<file path="config.mk">
export PLATFORM = sky130hd
export DESIGN_NAME = tpr_bank
export DESIGN_NICKNAME = d
export VERILOG_FILES = /design/src/core/tpr_pkg.sv /design/src/core/tpr_bank.sv /design/src/core/tpr_result_mem.sv
export SDC_FILE = /design/constraint.sdc
export NUM_CORES = 1
export LEC_CHECK = 0
export BUFFER_PORTS_ARGS = -buffer_cell sky130_fd_sc_hd__buf_2
export CAP_MARGIN = 20
export CELL_PAD_IN_SITES_DETAIL_PLACEMENT = 0
export CELL_PAD_IN_SITES_GLOBAL_PLACEMENT = 1
export CORE_UTILIZATION = 25
export DETAILED_ROUTE_END_ITERATION = 6
export PLACE_DENSITY = 0.58
export SETUP_SLACK_MARGIN = 0.1
export SLEW_MARGIN = 20
export SYNTH_ARGS = -nofsm -noshare
export SYNTH_HDL_FRONTEND = slang
export SYNTH_SLANG_ARGS = --single-unit
</file>
<file path="constraint.sdc">
create_clock -name pclk -period 2.1 [get_ports pclk]
set_input_delay 0.315 -clock pclk [delete_from_list [all_inputs] [get_ports pclk]]
set_output_delay 0.315 -clock pclk [all_outputs]
set_load 0.03 [all_outputs]
</file>
<file path="src/core/tpr_pkg.sv">
package tpr_pkg;

    localparam int unsigned NUM_WORDS = 6;
    localparam int unsigned NUM_PEAKS = 5;
    localparam int unsigned LOC_W     = 8;
    localparam int unsigned AMP_W     = 7;
    localparam int unsigned REG_W     = 16;
    localparam int unsigned ADDR_W    = 12;
    localparam int unsigned DATA_W    = 32;
    localparam int unsigned IDX_W     = 10;
    localparam int unsigned WSEL_W    = 3;
    localparam int unsigned ST_W      = 2;
    localparam int unsigned RUNS_W    = 16;

    // register indices; byte address is four times the index
    localparam logic [IDX_W-1:0] IDX_TX_LOC_1_2   = 10'h180;
    localparam logic [IDX_W-1:0] IDX_TX_LOC_3_4   = 10'h181;
    localparam logic [IDX_W-1:0] IDX_RX1_TX5_LOC  = 10'h182;
    localparam logic [IDX_W-1:0] IDX_RX_LOC_2_3   = 10'h183;
    localparam logic [IDX_W-1:0] IDX_RX_LOC_4_5   = 10'h184;
    localparam logic [IDX_W-1:0] IDX_TX_AMP_1_2   = 10'h185;
    localparam logic [IDX_W-1:0] IDX_IRQ_STATUS   = 10'h190;
    localparam logic [IDX_W-1:0] IDX_IRQ_MASK     = 10'h191;
    localparam logic [IDX_W-1:0] IDX_RUN_COUNT    = 10'h192;
    localparam logic [IDX_W-1:0] IDX_RESULT_INFO  = 10'h193;

    // word slots inside the result memory
    localparam logic [WSEL_W-1:0] W_TX_LOC_1_2  = 3'h0;
    localparam logic [WSEL_W-1:0] W_TX_LOC_3_4  = 3'h1;
    localparam logic [WSEL_W-1:0] W_RX1_TX5_LOC = 3'h2;
    localparam logic [WSEL_W-1:0] W_RX_LOC_2_3  = 3'h3;
    localparam logic [WSEL_W-1:0] W_RX_LOC_4_5  = 3'h4;
    localparam logic [WSEL_W-1:0] W_TX_AMP_1_2  = 3'h5;

    localparam int unsigned HI_LSB = 8;
    localparam int unsigned LO_LSB = 0;

    localparam int unsigned ST_DONE    = 0;
    localparam int unsigned ST_OVERRUN = 1;

    localparam logic [REG_W-1:0]  RST_RESULT = 16'h0000;
    localparam logic [ST_W-1:0]   RST_STATUS = 2'h0;
    localparam logic [ST_W-1:0]   RST_MASK   = 2'h0;
    localparam logic [RUNS_W-1:0] RST_RUNS   = 16'h0000;

    typedef logic [LOC_W-1:0] tpr_loc_t;
    typedef logic [AMP_W-1:0] tpr_amp_t;

    // one finished diagnostic run, as the reflectometry engine hands it over
    typedef struct packed {
        tpr_loc_t [NUM_PEAKS-1:0] tx_loc;
        tpr_loc_t [NUM_PEAKS-1:0] rx_loc;
        tpr_amp_t                 tx_amp2;
        tpr_amp_t                 tx_amp1;
    } tpr_res_t;

    typedef logic [NUM_WORDS-1:0][REG_W-1:0] tpr_words_t;

    typedef enum logic [1:0] {
        ACC_IDLE   = 2'b00,
        ACC_ANSWER = 2'b01
    } tpr_acc_t;

endpackage

</file>
<file path="src/core/tpr_bank.sv">
`timescale 1ns/1ps
// Summary of operation
// - Transmit peak locations one to five sit as bytes low/high of 0x180, 0x181, low of 0x182.
// - Receive peak locations one to five sit as high of 0x182, then low/high of 0x183 and 0x184.
// - Each location byte is the distance to the reflection found on that pair.
// - Transmit amplitudes one and two sit at 0x185 in bits 6:0 and 14:8.
// - The upper amplitude pairs with location bits 15:8, the lower with bits 7:0.
// - Each amplitude value tells the kind of fault or interference behind the reflection.
// - Amplitude bits 15 and 7 ignore writes and always read as zero.
module tpr_bank (
    input  wire logic                         pclk,
    input  wire logic                         presetn,
    input  wire logic                         psel,
    input  wire logic                         penable,
    input  wire logic                         pwrite,
    input  wire logic [tpr_pkg::ADDR_W-1:0]   paddr,
    input  wire logic [tpr_pkg::DATA_W-1:0]   pwdata,
    input  wire logic [3:0]                   pstrb,
    output logic      [tpr_pkg::DATA_W-1:0]   prdata,
    output logic                              pready,
    output logic                              pslverr,
    input  wire logic                         res_valid,
    input  wire tpr_pkg::tpr_res_t            res,
    output logic                              irq
);
    import tpr_pkg::*;

    function automatic logic [REG_W-1:0] pack_pair(
        input logic [LOC_W-1:0] hi,
        input logic [LOC_W-1:0] lo
    );
        pack_pair = {hi, lo};
    endfunction

    function automatic logic [REG_W-1:0] pack_amp(
        input tpr_amp_t hi,
        input tpr_amp_t lo
    );
        pack_amp = {1'b0, hi, 1'b0, lo};
    endfunction

    function automatic logic [DATA_W-1:0] widen(input logic [REG_W-1:0] v);
        widen = {{(DATA_W-REG_W){1'b0}}, v};
    endfunction

    tpr_acc_t          state;
    tpr_acc_t          next_state;
    logic [ST_W-1:0]   status;
    logic [ST_W-1:0]   next_status;
    logic [ST_W-1:0]   mask;
    logic [ST_W-1:0]   next_mask;
    logic [ST_W-1:0]   rd_snap;
    logic [RUNS_W-1:0] runs;
    logic              have_result;
    logic [REG_W-1:0]  mem_rdata;

    wire              access;
    wire              take;
    wire              done;
    wire [IDX_W-1:0]  idx;
    wire              aligned;
    wire [WSEL_W-1:0] mem_addr;
    wire              hit_status;
    wire [ST_W-1:0]   ev_set;
    wire [ST_W-1:0]   rd_clr;
    wire              ev_overrun;
    wire              mask_wr;
    wire [DATA_W-1:0] rd_mux;
    tpr_words_t       cap_words;

    logic hit_result;
    logic hit_mask;
    logic hit_runs;
    logic hit_info;
    logic hit_stat;
    logic unmapped;

    assign access = psel & penable;
    // take: first access cycle, data is sampled; done: the edge pready is seen
    assign take = access & (state == ACC_IDLE);
    assign done = access & (state == ACC_ANSWER);
    assign idx = paddr[ADDR_W-1:2];
    assign aligned = (paddr[1:0] == 2'b00);

    always_comb
    begin
        hit_result = 1'b0;
        hit_mask   = 1'b0;
        hit_runs   = 1'b0;
        hit_info   = 1'b0;
        hit_stat   = 1'b0;
        unmapped   = 1'b0;
        if (!aligned)
            unmapped = 1'b1;
        else if ((idx >= IDX_TX_LOC_1_2) && (idx <= IDX_TX_AMP_1_2))
            hit_result = 1'b1;
        else if (idx == IDX_IRQ_STATUS)
            hit_stat = 1'b1;
        else if (idx == IDX_IRQ_MASK)
            hit_mask = 1'b1;
        else if (idx == IDX_RUN_COUNT)
            hit_runs = 1'b1;
        else if (idx == IDX_RESULT_INFO)
            hit_info = 1'b1;
        else
            unmapped = 1'b1;
    end

    assign hit_status = hit_stat;

    // address is stable from setup, so the registered memory read is ready at take
    assign mem_addr = WSEL_W'(idx - IDX_TX_LOC_1_2);

    always_comb
    begin
        case (state)
            ACC_IDLE:
            begin
                if (access)
                    next_state = ACC_ANSWER;
                else
                    next_state = ACC_IDLE;
            end
            ACC_ANSWER:
                next_state = ACC_IDLE;
            default:
                next_state = ACC_IDLE;
        endcase
    end

    always_ff @(posedge pclk or negedge presetn)
    begin
        if (!presetn)
            state <= ACC_IDLE;
        else
            state <= next_state;
    end

    always_ff @(posedge pclk or negedge presetn)
    begin
        if (!presetn)
            pready <= 1'b0;
        else
            pready <= take;
    end

    always_ff @(posedge pclk or negedge presetn)
    begin
        if (!presetn)
            pslverr <= 1'b0;
        else
            pslverr <= take & unmapped;
    end

    // result bytes placed exactly as software expects them
    always_comb
    begin
        cap_words = {NUM_WORDS{RST_RESULT}};
        cap_words[W_TX_LOC_1_2] = pack_pair(res.tx_loc[1], res.tx_loc[0]);
        cap_words[W_TX_LOC_3_4] = pack_pair(res.tx_loc[3], res.tx_loc[2]);
        cap_words[W_RX1_TX5_LOC] = pack_pair(res.rx_loc[0], res.tx_loc[4]);
        cap_words[W_RX_LOC_2_3] = pack_pair(res.rx_loc[2], res.rx_loc[1]);
        cap_words[W_RX_LOC_4_5] = pack_pair(res.rx_loc[4], res.rx_loc[3]);
        // amp2 follows loc2 in the high slot, amp1 follows loc1 low
        cap_words[W_TX_AMP_1_2] = pack_amp(res.tx_amp2, res.tx_amp1);
    end

    // only the engine can load; the bus has no write path into these words
    tpr_result_mem u_mem (
        .pclk       (pclk),
        .presetn    (presetn),
        .load       (res_valid),
        .load_words (cap_words),
        .raddr      (mem_addr),
        .rdata      (mem_rdata)
    );

    assign rd_mux = hit_result ? widen(mem_rdata) :
                    hit_stat   ? {{(DATA_W-ST_W){1'b0}}, status} :
                    hit_mask   ? {{(DATA_W-ST_W){1'b0}}, mask} :
                    hit_runs   ? {{(DATA_W-RUNS_W){1'b0}}, runs} :
                    hit_info   ? {{(DATA_W-1){1'b0}}, have_result} :
                    {DATA_W{1'b0}};

    always_ff @(posedge pclk or negedge presetn)
    begin
        if (!presetn)
            prdata <= {DATA_W{1'b0}};
        else if (take && !pwrite)
            prdata <= rd_mux;
    end

    // remember which status bits software actually saw, so only those clear
    always_ff @(posedge pclk or negedge presetn)
    begin
        if (!presetn)
            rd_snap <= RST_STATUS;
        else if (take)
            rd_snap <= (hit_status && !pwrite) ? status : RST_STATUS;
    end

    assign rd_clr = (done && hit_status && !pwrite) ? rd_snap : RST_STATUS;

    // a new run landing before the last done was read means results were lost
    assign ev_overrun = res_valid & status[ST_DONE] & ~rd_clr[ST_DONE];
    assign ev_set = {ev_overrun, res_valid};

    // set beats clear, so an event in the clearing cycle stays visible
    assign next_status = (status & ~rd_clr) | ev_set;

    always_ff @(posedge pclk or negedge presetn)
    begin
        if (!presetn)
            status <= RST_STATUS;
        else
            status <= next_status;
    end

    assign mask_wr = done & pwrite & hit_mask & pstrb[0];
    assign next_mask = mask_wr ? pwdata[ST_W-1:0] : mask;

    always_ff @(posedge pclk or negedge presetn)
    begin
        if (!presetn)
            mask <= RST_MASK;
        else
            mask <= next_mask;
    end

    always_ff @(posedge pclk or negedge presetn)
    begin
        if (!presetn)
            irq <= 1'b0;
        else
            irq <= |(next_status & next_mask);
    end

    // counter wraps; software compares two reads to spot a fresh run
    always_ff @(posedge pclk or negedge presetn)
    begin
        if (!presetn)
            runs <= RST_RUNS;
        else if (res_valid)
            runs <= runs + RUNS_W'(1);
    end

    always_ff @(posedge pclk or negedge presetn)
    begin
        if (!presetn)
            have_result <= 1'b0;
        else if (res_valid)
            have_result <= 1'b1;
    end

endmodule

</file>
<file path="src/core/tpr_result_mem.sv">
`timescale 1ns/1ps
module tpr_result_mem (
    input  wire logic                         pclk,
    input  wire logic                         presetn,
    input  wire logic                         load,
    input  wire tpr_pkg::tpr_words_t          load_words,
    input  wire logic [tpr_pkg::WSEL_W-1:0]   raddr,
    output logic      [tpr_pkg::REG_W-1:0]    rdata
);
    import tpr_pkg::*;

    tpr_words_t words;
    logic [REG_W-1:0] rd_word;

    // all six words replaced in one edge so a run is never seen half written
    always_ff @(posedge pclk or negedge presetn)
    begin
        if (!presetn)
            words <= {NUM_WORDS{RST_RESULT}};
        else if (load)
            words <= load_words;
    end

    assign rd_word = (raddr < WSEL_W'(NUM_WORDS)) ? words[raddr] : RST_RESULT;

    always_ff @(posedge pclk or negedge presetn)
    begin
        if (!presetn)
            rdata <= RST_RESULT;
        else
            rdata <= rd_word;
    end

endmodule

</file>
# Yosys cells after proc, flatten, opt, wreduce, memory -nomap -nowiden
# Cells that the tools add are included.
[op_classes]
n_div = 0
bitwise = 14
n_eq_ne = 5
n_mux = 39
mul = 0
n_reduce_logical = 9
n_shift = 0
add_sub_neg = 2
n_lt_le_gt_ge = 4
[ops]
columns = ["cell", "n"]
rows = [
  ["$mux 16", 6],
  ["$bmux 16 s3", 1],
  ["$eq 10x9->1 const B", 4],
  ["$mux 1", 28],
  ["$add 16x1->16 const B", 1],
  ["$ge 10x9->1 const B", 1],
  ["$le 10x9->1 const B", 1],
  ["$and 1x1->1", 9],
  ["$mux 2", 4],
  ["$logic_and 1x1->1", 5],
  ["$and 2x2->2", 2],
  ["$logic_not 2->1", 2],
  ["$lt 3x4->1 const B", 1],
  ["$lt 3x3->1 const B", 1],
  ["$sub 3x1->3 const B", 1],
  ["$eq 2x1->1 const B", 1],
  ["$not 2->2", 1],
  ["$or 2x2->2", 1],
  ["$reduce_or 2->1", 1],
  ["$logic_not 1->1", 1],
  ["$not 1->1", 1],
]
[word_totals]
romBits = 0
mem_count = 0
mem_bits_rw = 0
in_bits = 148
latchBits = 0
regBits = 170

# Longest topological paths before layout
# Gate-level depths: netlist of the first run.
[logic_depth]
word_depth = 12
mapped_depth = 6
depth_no_buf = 5

# Hierarchy
# From an unflattened synthesis of the first run, not the netlist that was laid out.
[hier_totals]
cells_unflattened = 528
area_unflattened_um2 = 6960.4
[modules_own_cells]
columns = ["module", "instances", "cells_per_inst", "area_each_um2", "seq_area_each_um2"]
rows = [
  ["tpr_result_mem", 1, 314, 4835.9, 2802.7],
  ["tpr_bank", 1, 214, 2124.5, 1051.0],
]

# Least setup slack after synthesis of the first run
# Ideal clock, no wire load.
[synth_timing]
kind = "input to register"
start = "input port paddr[5] (netlist bit)"
end = "register prdata[10] (netlist bit)"
t_required_ns = 2.031
cell_stages = 5
t_arrival_ns = 1.673
n_path_buf = 1
path_slack_ns = 0.358
cell_sequence = "or4b_4 > a2111oi_4 > buf_6 > a221oi_2 > nor2_2"
[synth_via]
elab_chain_len = 10
word_cells_on_any_way = 24
cone_classes = "2 x order compare; 3 x eq/ne; 18 x mux; 1 x reduce/logical"
[synth_lines]
columns = ["element", "line", "text"]
rows = [
  ["from (decl)", "tpr_bank.sv:16", "input wire logic [tpr_pkg::ADDR_W-1:0] paddr,"],
  ["branches (longest 9 deep; another with $ge 10x9->1)", "n/a", ""],
  ["$mux 16 (*)", "tpr_bank.sv:178", "assign rd_mux = hit_result ? widen(mem_rdata) :"],
  ["to (signal assigned)", "tpr_bank.sv:188", "prdata <= {DATA_W{1'b0}};"],
  ["to (signal assigned)", "tpr_bank.sv:190", "prdata <= rd_mux;"],
  ["to (decl)", "tpr_bank.sv:19", "output logic [tpr_pkg::DATA_W-1:0] prdata,"],
]
# Mark *: on every way between the ends.
# A chain may end at the register's enable or synchronous reset.

# Worst setup path in the final report of the first run
[layout_timing]
start = "register state[0]"
end = "register prdata[3] (netlist bit)"
[layout_via]
elab_chain_len = 3
[layout_lines]
columns = ["element", "line", "text"]
rows = [
  ["from (decl)", "tpr_bank.sv:46", "tpr_acc_t state;"],
  ["from (signal assigned)", "tpr_bank.sv:136", "state <= next_state;"],
  ["$logic_not 2->1", "tpr_bank.sv:80", "assign take = access & (state == ACC_IDLE);"],
  ["$and 1x1->1", "tpr_bank.sv:80", ""],
  ["$logic_and 1x1->1", "tpr_bank.sv:189", "else if (take && !pwrite)"],
]
# Every way passes these cells.

==> results of run 1 <==
[routing by layer]
| layer | track usage, % | routed length (um) | vias to the layer above |
|---|---|---|---|
| met5 | 0 | 0 | - |
| met4 | 3.50 | 144 | 0 |
| met3 | 3.68 | 847 | 11 |
| met2 | 19.9 | 7760 | 101 |
| met1 | 16.8 | 7680 | 2165 |
| li1 | - | - | 2034 |
[worst max-delay path, delay by kind of cell (launching register included)]
kind | cells | cell delay (ns)
and+or+nand+nor | 3 | 0.78
AOI/OAI and AO/OA | 1 | 0.42
DFF | 1 | 0.39
[final cells by class]
type                            instances  area [um2]  share of cell area, %
Inverter                               18        67.6                  0.795
Timing Repair Buffer                  152         882                   10.4
Clock buffer                           21         480                   5.66
Clock inverter                         11         120                   1.41
Multi-Input combinational cell        292        2720                   32.0
Antenna cell                            1        2.50                 0.0295
Tap cell                              335         419                   4.93
Sequential cell                       152        3800                   44.8
[how the worst max path moves through the flow]
stage                       startpoint                     end  slack (ns)  depth (start not counted)
floorplan                     paddr[5]  prdata[10]$_DFFE_PN0P_        0.36                          5
CTS                 state[0]$_DFF_PN0_   prdata[3]$_DFFE_PN0P_        0.40                          4
global route        state[0]$_DFF_PN0_   prdata[2]$_DFFE_PN0P_        0.21                          4
finish              state[0]$_DFF_PN0_   prdata[3]$_DFFE_PN0P_        0.38                          4
global placement              paddr[5]   prdata[0]$_DFFE_PN0P_        0.06                          6
detailed placement            paddr[5]   prdata[0]$_DFFE_PN0P_        0.04                          6
[kinds of logic after synthesis]
| group | count (synthesis) | share of synthesized area (%) |
|---|---|---|
| flops | 152 | 56.2 |
| mux | 126 | 23.3 |
| simple gates | 84 | 7.20 |
| buf+inv | 61 | 4.54 |
| compound gates | 50 | 6.58 |
| xor+xnor | 15 | 1.94 |
| fa+ha+maj | 1 | 0.185 |
| other cells | 1 | 0.0554 |
[power by group through the flow]
stage | Combinational, mW | Sequential [mW] | Clock (mW)
2_1_floorplan | 0.596 | 3.59 | 0
3_3_place_gp | 1.06 | 3.53 | 0
3_5_place_dp | 1.09 | 3.55 | 0
4_1_cts | 1.10 | 3.50 | 3.19
5_1_grt | 1.19 | 3.54 | 3.34
6_report | 1.07 | 3.50 | 3.08
[metrics by stage]
stage	util, %	instances	area, um2	setup WS, ns	power, mW
after floorplan	-	505	6830	0.358	4.19
after global placement	29.9	948	7880	0.0579	4.59
after detailed placement	29.9	948	7880	0.0418	4.64
after CTS	32.2	981	8490	0.402	7.79
after global routing	32.2	981	8490	0.214	8.07
final	32.2	982	8490	0.385	7.65
[cell usage after synthesis, types with 2 or more instances]
cell and instances:
a32o_1 2, a211oi_1 2, o21ai_1 3, nand2_1 9, o31ai_1 3, or2_1 2
a221oi_2 10, nand2b_1 4, nand3b_1 3, mux2_1 96, nor2_1 22, nand3_1 7
nand4_1 8, mux2i_1 14, and4_1 4, xnor2_1 12, o22ai_1 14, buf_1 8
nor2b_1 3, and3_1 4, nor4b_2 2, a221oi_1 5, dfrtp_1 152, xor2_1 3
buf_4 17, nor3_1 2, o21ai_0 2, buf_2 6, a21oi_1 3, inv_1 17
clkbuf_1 11, nor2_2 10, mux4_2 16
[flip-flops by register name, indices dropped and copies added (netlist names)]
signal and cells:
have_result 1, irq 1, mask 2, prdata 16, pslverr 1, rd_snap 2
runs 16, state 1, status 2, u_mem.rdata 16, u_mem.words 94
==> impl_metrics.yaml, run 1 <==
global_routing:
  grt_first_pass_wirelength_um: 26900
  grt.total_usage_pct: 12.6
  antenna_found_initial: 1
  grt_max_degree: 104
  grt_pass1_vias: 4811
  grt_overflow: 0
die:
  start_util_pct: 25.7
  dieArea_mm2: 0.0278
  coreArea_mm2: 0.0264
  fp.dieW_um: 167
  core.rowCount: 59
  die_h_um: 167
  pin_count: 183
flow_run:
  drv_cap: 0
setup_path:
  critical_path_arrival_ns: 2.01
  crit_path_max_incr_delay_ns: 0.51
  regToRegEndpoint: "prdata[3]$_DFFE_PN0P_"
  path_class: "reg -> reg"
  crit_slowest_cell: "or2_1"
  r2r_cells: 4
  regToRegSetupSlack_ns: 0.38
  cp-start-kind: "register"
  end_kind: "register"
  cp.required_ns: 2.39
  path_cells: "nand3b_1 -> or2_1 -> a221oi_1 -> nor2_1"
  r2r_start: "state[0]$_DFF_PN0_"
  crit_fanout: 16
clocking:
  cts-htree-levels: 4
  clk_latency_ns: 0.41
  cts_resized: 0
  postCtsSetupBuffers: 0
  cts.sinks: 152
  tritoncts: "done"
  numCtsBuffers: 17
  root_buffer: "clkbuf_16"
  cts_buffer_depth: 2
  hold_buffers: 1
  path_clk_slew_ns: 0.06
cells_and_area:
  nets: 782
  drive_gt1_share_pct: 34.7
  fillCellCount: 2634
  area_growth_pct: 25.4
  final_common_cell: "dfrtp_1"
  layout_common_cells: "dfrtp_1 (152), buf_2 (131), mux2_1 (96)"
routing:
  wl_um: 16400
  drcViolationCount: 16
  wl_per_cell_um: 16.7
  dr_total_vias: 4311
  via_per_inst: 4.39
  drtIter0Drc: 122
  drt-pass1-iter-count: 7
  postRouteAntennaNets: 0
pwr:
  p_per_area_mw_per_mm2: 900
  swShare_pct: 26.4
  leakage_nw: 3.84
  ir_drop_uv: 488
  p_int_mw: 5.63
  combPwrFrac_pct: 14.0
  switchingPower_mw: 2.02
  pwr-share-clk_pct: 40.3
  sequentialPowerShare_pct: 45.7
sta:
  fin_skew_ns: 0.00526
  layout_min_cycle_time_ns: 1.72
  finalHoldViolations: 0
  fmax_ghz: 0.583
  tightest_slew_ns: 0.815
  post-route-period-util_pct: 81.7
  finalSetupViolations: 0
  finalSetupTns_ns: 0
  max_slew_margin_pct: 45.7
  slew_violations: 0
  holdWs_ns: 0.113
  rsz0062_at_grt: "no"
synth:
  ys.flop_type: "dfrtp_1"
  synth-edff-count: 0
  syn_area_per_cell_um2: 13.8
  yosys.area.top_type: "dfrtp_1"
  ys_seq_elements: 152
  syn-cell-area_mm2: 0.00677
  synthCells: 490
  async_reset_ff_share_pct: 100
  ys_seq_area_share_pct: 56.2
  ys_warn_count: 0
  synth_top_area_share_pct: 56.2
  ys_top_cells_by_area: "dfrtp_1 (56%), mux2_1 (16%), mux4_2 (5.3%)"
  yosysUniqueCellTypes: 47
run_status:
  status: "finished with violations"
  violations: "design-rule violations"
hold_path:
  hold_path_end: "u_mem.words[62]$_DFFE_PN0P_"
  worstHoldStart: "res[36]"
  worstHoldPathCells: 2
  hold_class: "in -> reg"
place:
  port_buffers: 133
  dp_hpwl_um: 12000
  routabilityCongestion: 0.768
(Power assumes the default switching activity.)
==> run 2, diff against run 1 <==
- ABC_AREA: default -> 1
- PLACE_DENSITY: 0.58 -> 0.64
- clock period: 2.1 -> 1.4 ns (I/O delays scaled with it)
==> impl_metrics.yaml, run 2 <==
run_status:
  status: "finished with violations"
  violations: "negative setup slack"
setup_path:
  cp_common_cell: "nand4_1"
  r2r_cells: 8
  path_cells: "ha_2 -> nand2_2 -> nor2_4 -> nand4_1 -> nor2_1 -> nand4_1 -> xor2_1 -> inv_1"
  path_class: "reg -> reg"
  regToRegEndpoint: "runs[14]$_DFFE_PN0P_"
  end_kind: "register"
  critical_path_arrival_ns: 1.77
  regToRegSetupSlack_ns: -0.05
  crit_path_max_incr_delay_ns: 0.39
  crit_fanout: 3
  cp-start-kind: "register"
  crit_slowest_cell: "dfrtp_1"
  r2r_start: "runs[0]$_DFFE_PN0P_"
  cp.required_ns: 1.72
synth:
  synth_common_cells: "nand2_1 (309), dfrtp_1 (152), o21ai_0 (62), inv_1 (56), nor2_1 (29)"
  post-synth-top-count-cell: "nand2_1"
  yosysUniqueCellTypes: 35
  synth-simple-area-share_pct: 23.9
  synth.area.mux_share_pct: 0
  yosys.area.top_type: "dfrtp_1"
  synth_compound_area_share_pct: 10.8
  synth_xor_xnor_area_share_pct: 1.92
  syn_area_per_cell_um2: 8.57
  synth_top_area_share_pct: 55.6
  synthCells: 798
  syn-cell-area_mm2: 0.00684
  ys_seq_area_share_pct: 55.6
  async_reset_ff_share_pct: 100
  synth-edff-count: 0
  ys_warn_count: 0
  ys_seq_elements: 152
  synth_top_family_by_area: "simple AND/OR/NAND/NOR gates"
  synthAdderAreaFrac_pct: 0.183
  ys.flop_type: "dfrtp_1"
  ys_top_cells_by_area: "dfrtp_1 (56%), nand2_1 (17%), o21ai_0 (4.5%)"
hold_path:
  worstHoldStart: "res[10]"
  hold_path_end: "u_mem.words[91]$_DFFE_PN0P_"
  hold_class: "in -> reg"
  worstHoldPathCells: 3
flow_run:
  drv_cap: 0
pwr:
  p_per_area_mw_per_mm2: 1260
  ir_drop_uv: 696
  fin_total_pwr_mw: 12.6
  leakage_nw: 4.94
die:
  coreArea_mm2: 0.0269
  fp.dieW_um: 167
  start_util_pct: 25.4
  dieArea_mm2: 0.0280
  core.rowCount: 60
  pin_count: 183
  die_h_um: 167
cells_and_area:
  area_growth_pct: 46.9
  nets: 1194
  seqCellArea_mm2: 0.00380
  fillCellCount: 2777
  final_area_mm2: 0.0100
  layout_common_cells: "nand2_1 (306), dfrtp_1 (151), buf_2 (131)"
  largest_register_ffs: 94
  multi_input_area_mm2: 0.00283
  largest-register: "u_mem.words"
  fin_cells: 1401
  final_common_cell: "nand2_1"
  drive_gt1_share_pct: 27.9
routing:
  postRouteAntennaNets: 0
  via_per_inst: 4.25
  wl_um: 20200
  drtIter0Drc: 274
  drt-pass1-iter-count: 5
  wl_per_cell_um: 14.4
  dr_total_vias: 5954
  drcViolationCount: 0
sta:
  rsz0062_at_grt: "yes"
  layout_min_cycle_time_ns: 1.45
  fin_skew_ns: 0.00676
  finalWorstSetupSlack_ns: -0.0523
  finalSetupTns_ns: -0.165
  post-route-period-util_pct: 104
  finalSetupViolations: 6
  slew_violations: 0
  fmax_ghz: 0.689
  finalHoldViolations: 0
global_routing:
  grt.total_usage_pct: 14.9
  antenna_found_initial: 2
  grt_pass1_vias: 5891
  grt_overflow: 0
  grt_max_degree: 59
  grt_first_pass_wirelength_um: 31800
place:
  dp_hpwl_um: 14300
  placed_area_mm2: 0.00827
  port_buffers: 133
  dp.cells: 1286
  routabilityCongestion: 0.802
clocking:
  numCtsBuffers: 17
  cts-htree-levels: 4
  path_clk_slew_ns: 0.06
  root_buffer: "clkbuf_16"
  cts.sinks: 152
  clk_latency_ns: 0.43
  tritoncts: "done"
  cts_buffer_depth: 2
-- run 2: layout make-up --
cell class / count / share of cell area, %
multi-input combinational: 547 / 28.1
inverter: 64 / 2.68
clock inverter: 13 / 2.39
clock buffer: 19 / 4.41
tap: 341 / 4.25
timing repair buffer: 262 / 20.2
timing repair inverter: 1 / 0.0623
sequential: 152 / 37.9
antenna: 2 / 0.0498
-- run 2: cells by family after synthesis --
group                      Yosys count
AOI/OAI and AO/OA                  129
xor gates and xnor gates            15
adders and majority gates            1
buffers and inverters              114
DFF                                152
other                                1
and+or+nand+nor                    386
-- run 2: where the power goes --
part	switching (mW)	internal, mW
Sequential	0.303	4.86
Clock	1.92	3.42
Combinational	1.18	0.948
Total	3.40	9.22
-- run 2: critical path: cells and delay by family (launching register included) --
kind	cells	cell delay, ns
XOR/XNOR	1	0.15
adder cells (fa/ha/maj)	1	0.19
buffers and inverters	1	0.05
flip-flops	1	0.39
AND/OR/NAND/NOR	5	0.56
-- run 2: stage by stage --
| step | setup slack, ns | hold slack [ns] | utilization (%) |
|---|---|---|---|
| final | -0.0523 | 0.0126 | 37.4 |
| after global routing | -0.175 | 0.00753 | 37.4 |
| after CTS | -0.0300 | 0.000268 | 36.2 |
| after detailed placement | -0.0773 | 0.0983 | 30.8 |
| after global placement | -0.0584 | 0.0960 | 30.8 |
| after floorplan | -0.0547 | -0.0856 | - |
-- run 2: worst max path at each step --
stage / start / endpoint / slack, ns / cells past startpoint
2_1_floorplan: runs[0]$_DFFE_PN0P_ / runs[14]$_DFFE_PN0P_ / -0.05 / 8
3_3_place_gp: paddr[3] / irq$_DFF_PN0_ / -0.06 / 12
3_5_place_dp: paddr[3] / irq$_DFF_PN0_ / -0.08 / 12
4_1_cts: runs[1]$_DFFE_PN0P_ / runs[13]$_DFFE_PN0P_ / -0.03 / 10
5_1_grt: runs[0]$_DFFE_PN0P_ / runs[14]$_DFFE_PN0P_ / -0.18 / 8
6_report: runs[0]$_DFFE_PN0P_ / runs[14]$_DFFE_PN0P_ / -0.05 / 8
-- run 2: per-layer routing --
layer / vias up / share of wire, % / global-route usage, %
met5: - / 0 / 0
met4: 0 / 1.4 / 4.39
li1: 3015 / - / -
met2: 113 / 50 / 24.4
met1: 2805 / 45 / 19.6
met3: 21 / 3.7 / 3.43
-- run 2: repair_timing --
action / 4_1_cts / 5_1_grt
setup endpoints to repair: 13 / 18
endpoints found under the hold margin: 222 / 0
setup buffers: 4 / 5
resized for setup: 11 / 51
cloned: 0 / 2
pin swaps: 0 / 15
hold buffers: 71 / 0
==> run 3, diff against run 2 <==
- CORE_UTILIZATION: 25 -> 35
- PLACE_DENSITY: 0.64 -> 0.82
==> impl_metrics.yaml, run 3 (same netlist as run 2, synthesis figures left out) <==
run_status:
  status: "finished with violations"
  violations: "negative setup slack"
routing:
  via_per_inst: 4.55
  drtIter0Drc: 350
  wl_per_cell_um: 14.1
  postRouteAntennaNets: 0
  drt-pass1-iter-count: 6
  dr_total_vias: 5776
  drcViolationCount: 0
  wl_um: 17900
setup_path:
  crit_fanout: 2
  regToRegEndpoint: "runs[13]$_DFFE_PN0P_"
  crit_end: "runs[13]$_DFFE_PN0P_"
  critical_path_arrival_ns: 1.82
  r2r_cells: 10
  path_class: "reg -> reg"
  cp.required_ns: 1.74
  crit_path_start: "runs[0]$_DFFE_PN0P_"
  r2r_start: "runs[0]$_DFFE_PN0P_"
  cp-start-kind: "register"
  regToRegSetupSlack_ns: -0.08
  end_kind: "register"
global_routing:
  grt_overflow: 0
  antenna_found_initial: 0
  grt.total_usage_pct: 18.7
  grt_max_degree: 114
  grt_pass1_vias: 5611
  grt_first_pass_wirelength_um: 28600
place:
  routabilityCongestion: 0.808
  dp_hpwl_um: 12800
  port_buffers: 133
sta:
  finalWorstSetupSlack_ns: -0.0837
  slew_violations: 0
  rsz0062_at_grt: "yes"
  finalSetupTns_ns: -0.123
  layout_min_cycle_time_ns: 1.48
  post-route-period-util_pct: 106
  fin_skew_ns: 0.00764
  finalSetupViolations: 4
  finalHoldViolations: 0
  fmax_ghz: 0.674
pwr:
  switchingPower_mw: 3.25
  sequentialPowerShare_pct: 42.5
  p_int_mw: 8.89
  p_per_area_mw_per_mm2: 1320
  swShare_pct: 26.8
  leakage_nw: 4.67
  combPwrFrac_pct: 16.2
  fin_total_pwr_mw: 12.1
  ir_drop_uv: 877
  pwr-share-clk_pct: 41.4
cells_and_area:
  largest_register_ffs: 94
  area_growth_pct: 34.9
  drive_gt1_share_pct: 26.5
  nets: 1145
  final_common_cell: "nand2_1"
  largest-register: "u_mem.words"
  layout_common_cells: "nand2_1 (305), dfrtp_1 (151), buf_2 (131)"
  fillCellCount: 1845
  final_core_util_pct: 48.7
  insertedDiodeCount: 0
die:
  pin_count: 183
  dieArea_mm2: 0.0201
  core.rowCount: 50
  start_util_pct: 36.1
  coreArea_mm2: 0.0190
  fp.dieW_um: 142
  die_h_um: 142
clocking:
  clk_latency_ns: 0.42
  cts.sinks: 152
  tritoncts: "done"
  cts_buffer_depth: 2
  cts-htree-levels: 4
  path_clk_slew_ns: 0.06
  numCtsBuffers: 17
  root_buffer: "clkbuf_16"
hold_path:
  hold_class: "in -> reg"
flow_run:
  drv_cap: 0
run 3: area by class of cell:
| class | count | area (um2) | area share, % |
|---|---|---|---|
| timing repair buffer | 214 | 1510 | 16.3 |
| multi-input combinational | 547 | 2700 | 29.3 |
| clock buffer | 20 | 447 | 4.84 |
| tap | 260 | 325 | 3.52 |
| inverter | 64 | 248 | 2.68 |
| clock inverter | 12 | 196 | 2.13 |
| sequential | 152 | 3800 | 41.2 |
run 3: repair_timing:
action                                 CTS  global route
setup endpoints to repair                9            18
hold buffers                            35             0
setup buffers                            1             3
endpoints found under the hold margin  186             0
resized for setup                        8            21
pin swaps                                7            13
run 3: metrics by stage:
stage	hold WS (ns)	cell area, um2	setup slack, ns	instances
2_1_floorplan	-0.0856	6930	-0.0547	813
3_3_place_gp	0.0548	8090	-0.0316	1198
3_5_place_dp	0.0545	8090	-0.0406	1198
4_1_cts	0.000533	9120	-0.0720	1266
5_1_grt	0.00505	9230	-0.160	1269
6_report	0.00677	9230	-0.0837	1269
run 3: worst min-delay path by stage:
stage | slack (ns) | cells past startpoint | endpoint | startpoint
after global placement | 0.05 | 1 | u_mem.words[16]$_DFFE_PN0P_ | presetn
after CTS | 0.0005 | 3 | u_mem.words[1]$_DFFE_PN0P_ | res[55]
after global routing | 0.005 | 3 | u_mem.words[93]$_DFFE_PN0P_ | res[12]
final | 0.007 | 3 | u_mem.words[4]$_DFFE_PN0P_ | res[58]
after detailed placement | 0.05 | 1 | u_mem.words[16]$_DFFE_PN0P_ | presetn
after floorplan | -0.09 | 0 | have_result$_DFFE_PN0P_ | presetn
run 3: metal layers:
metal  track usage [%]  vias to the layer above  wire length, um
met4              6.11                        0              341
li1                  -                     2902                -
met2              29.8                      154             8670
met3              3.85                       23              758
met5                 0                        -                0
met1              25.3                     2697             8130
run 3: power by group through the flow:
stage | combinational (mW) | sequential [mW] | clock [mW]
after global routing | 2.18 | 5.21 | 5.27
after global placement | 1.76 | 5.19 | 0
after detailed placement | 1.78 | 5.21 | 0
after CTS | 1.90 | 5.14 | 5.07
final | 1.96 | 5.15 | 5.02
after floorplan | 0.841 | 5.32 | 0
run 3: critical path: stages, from the launching register on:
cell and delay, ns:
dfrtp_1 0.38, buf_6 0.12, nand2_4 0.04, nor2_4 0.11, nand2_2 0.07, nor2_4 0.11
nand2_2 0.08, nor2_4 0.12, nand2_2 0.09, nor2_2 0.13, xor2_1 0.17
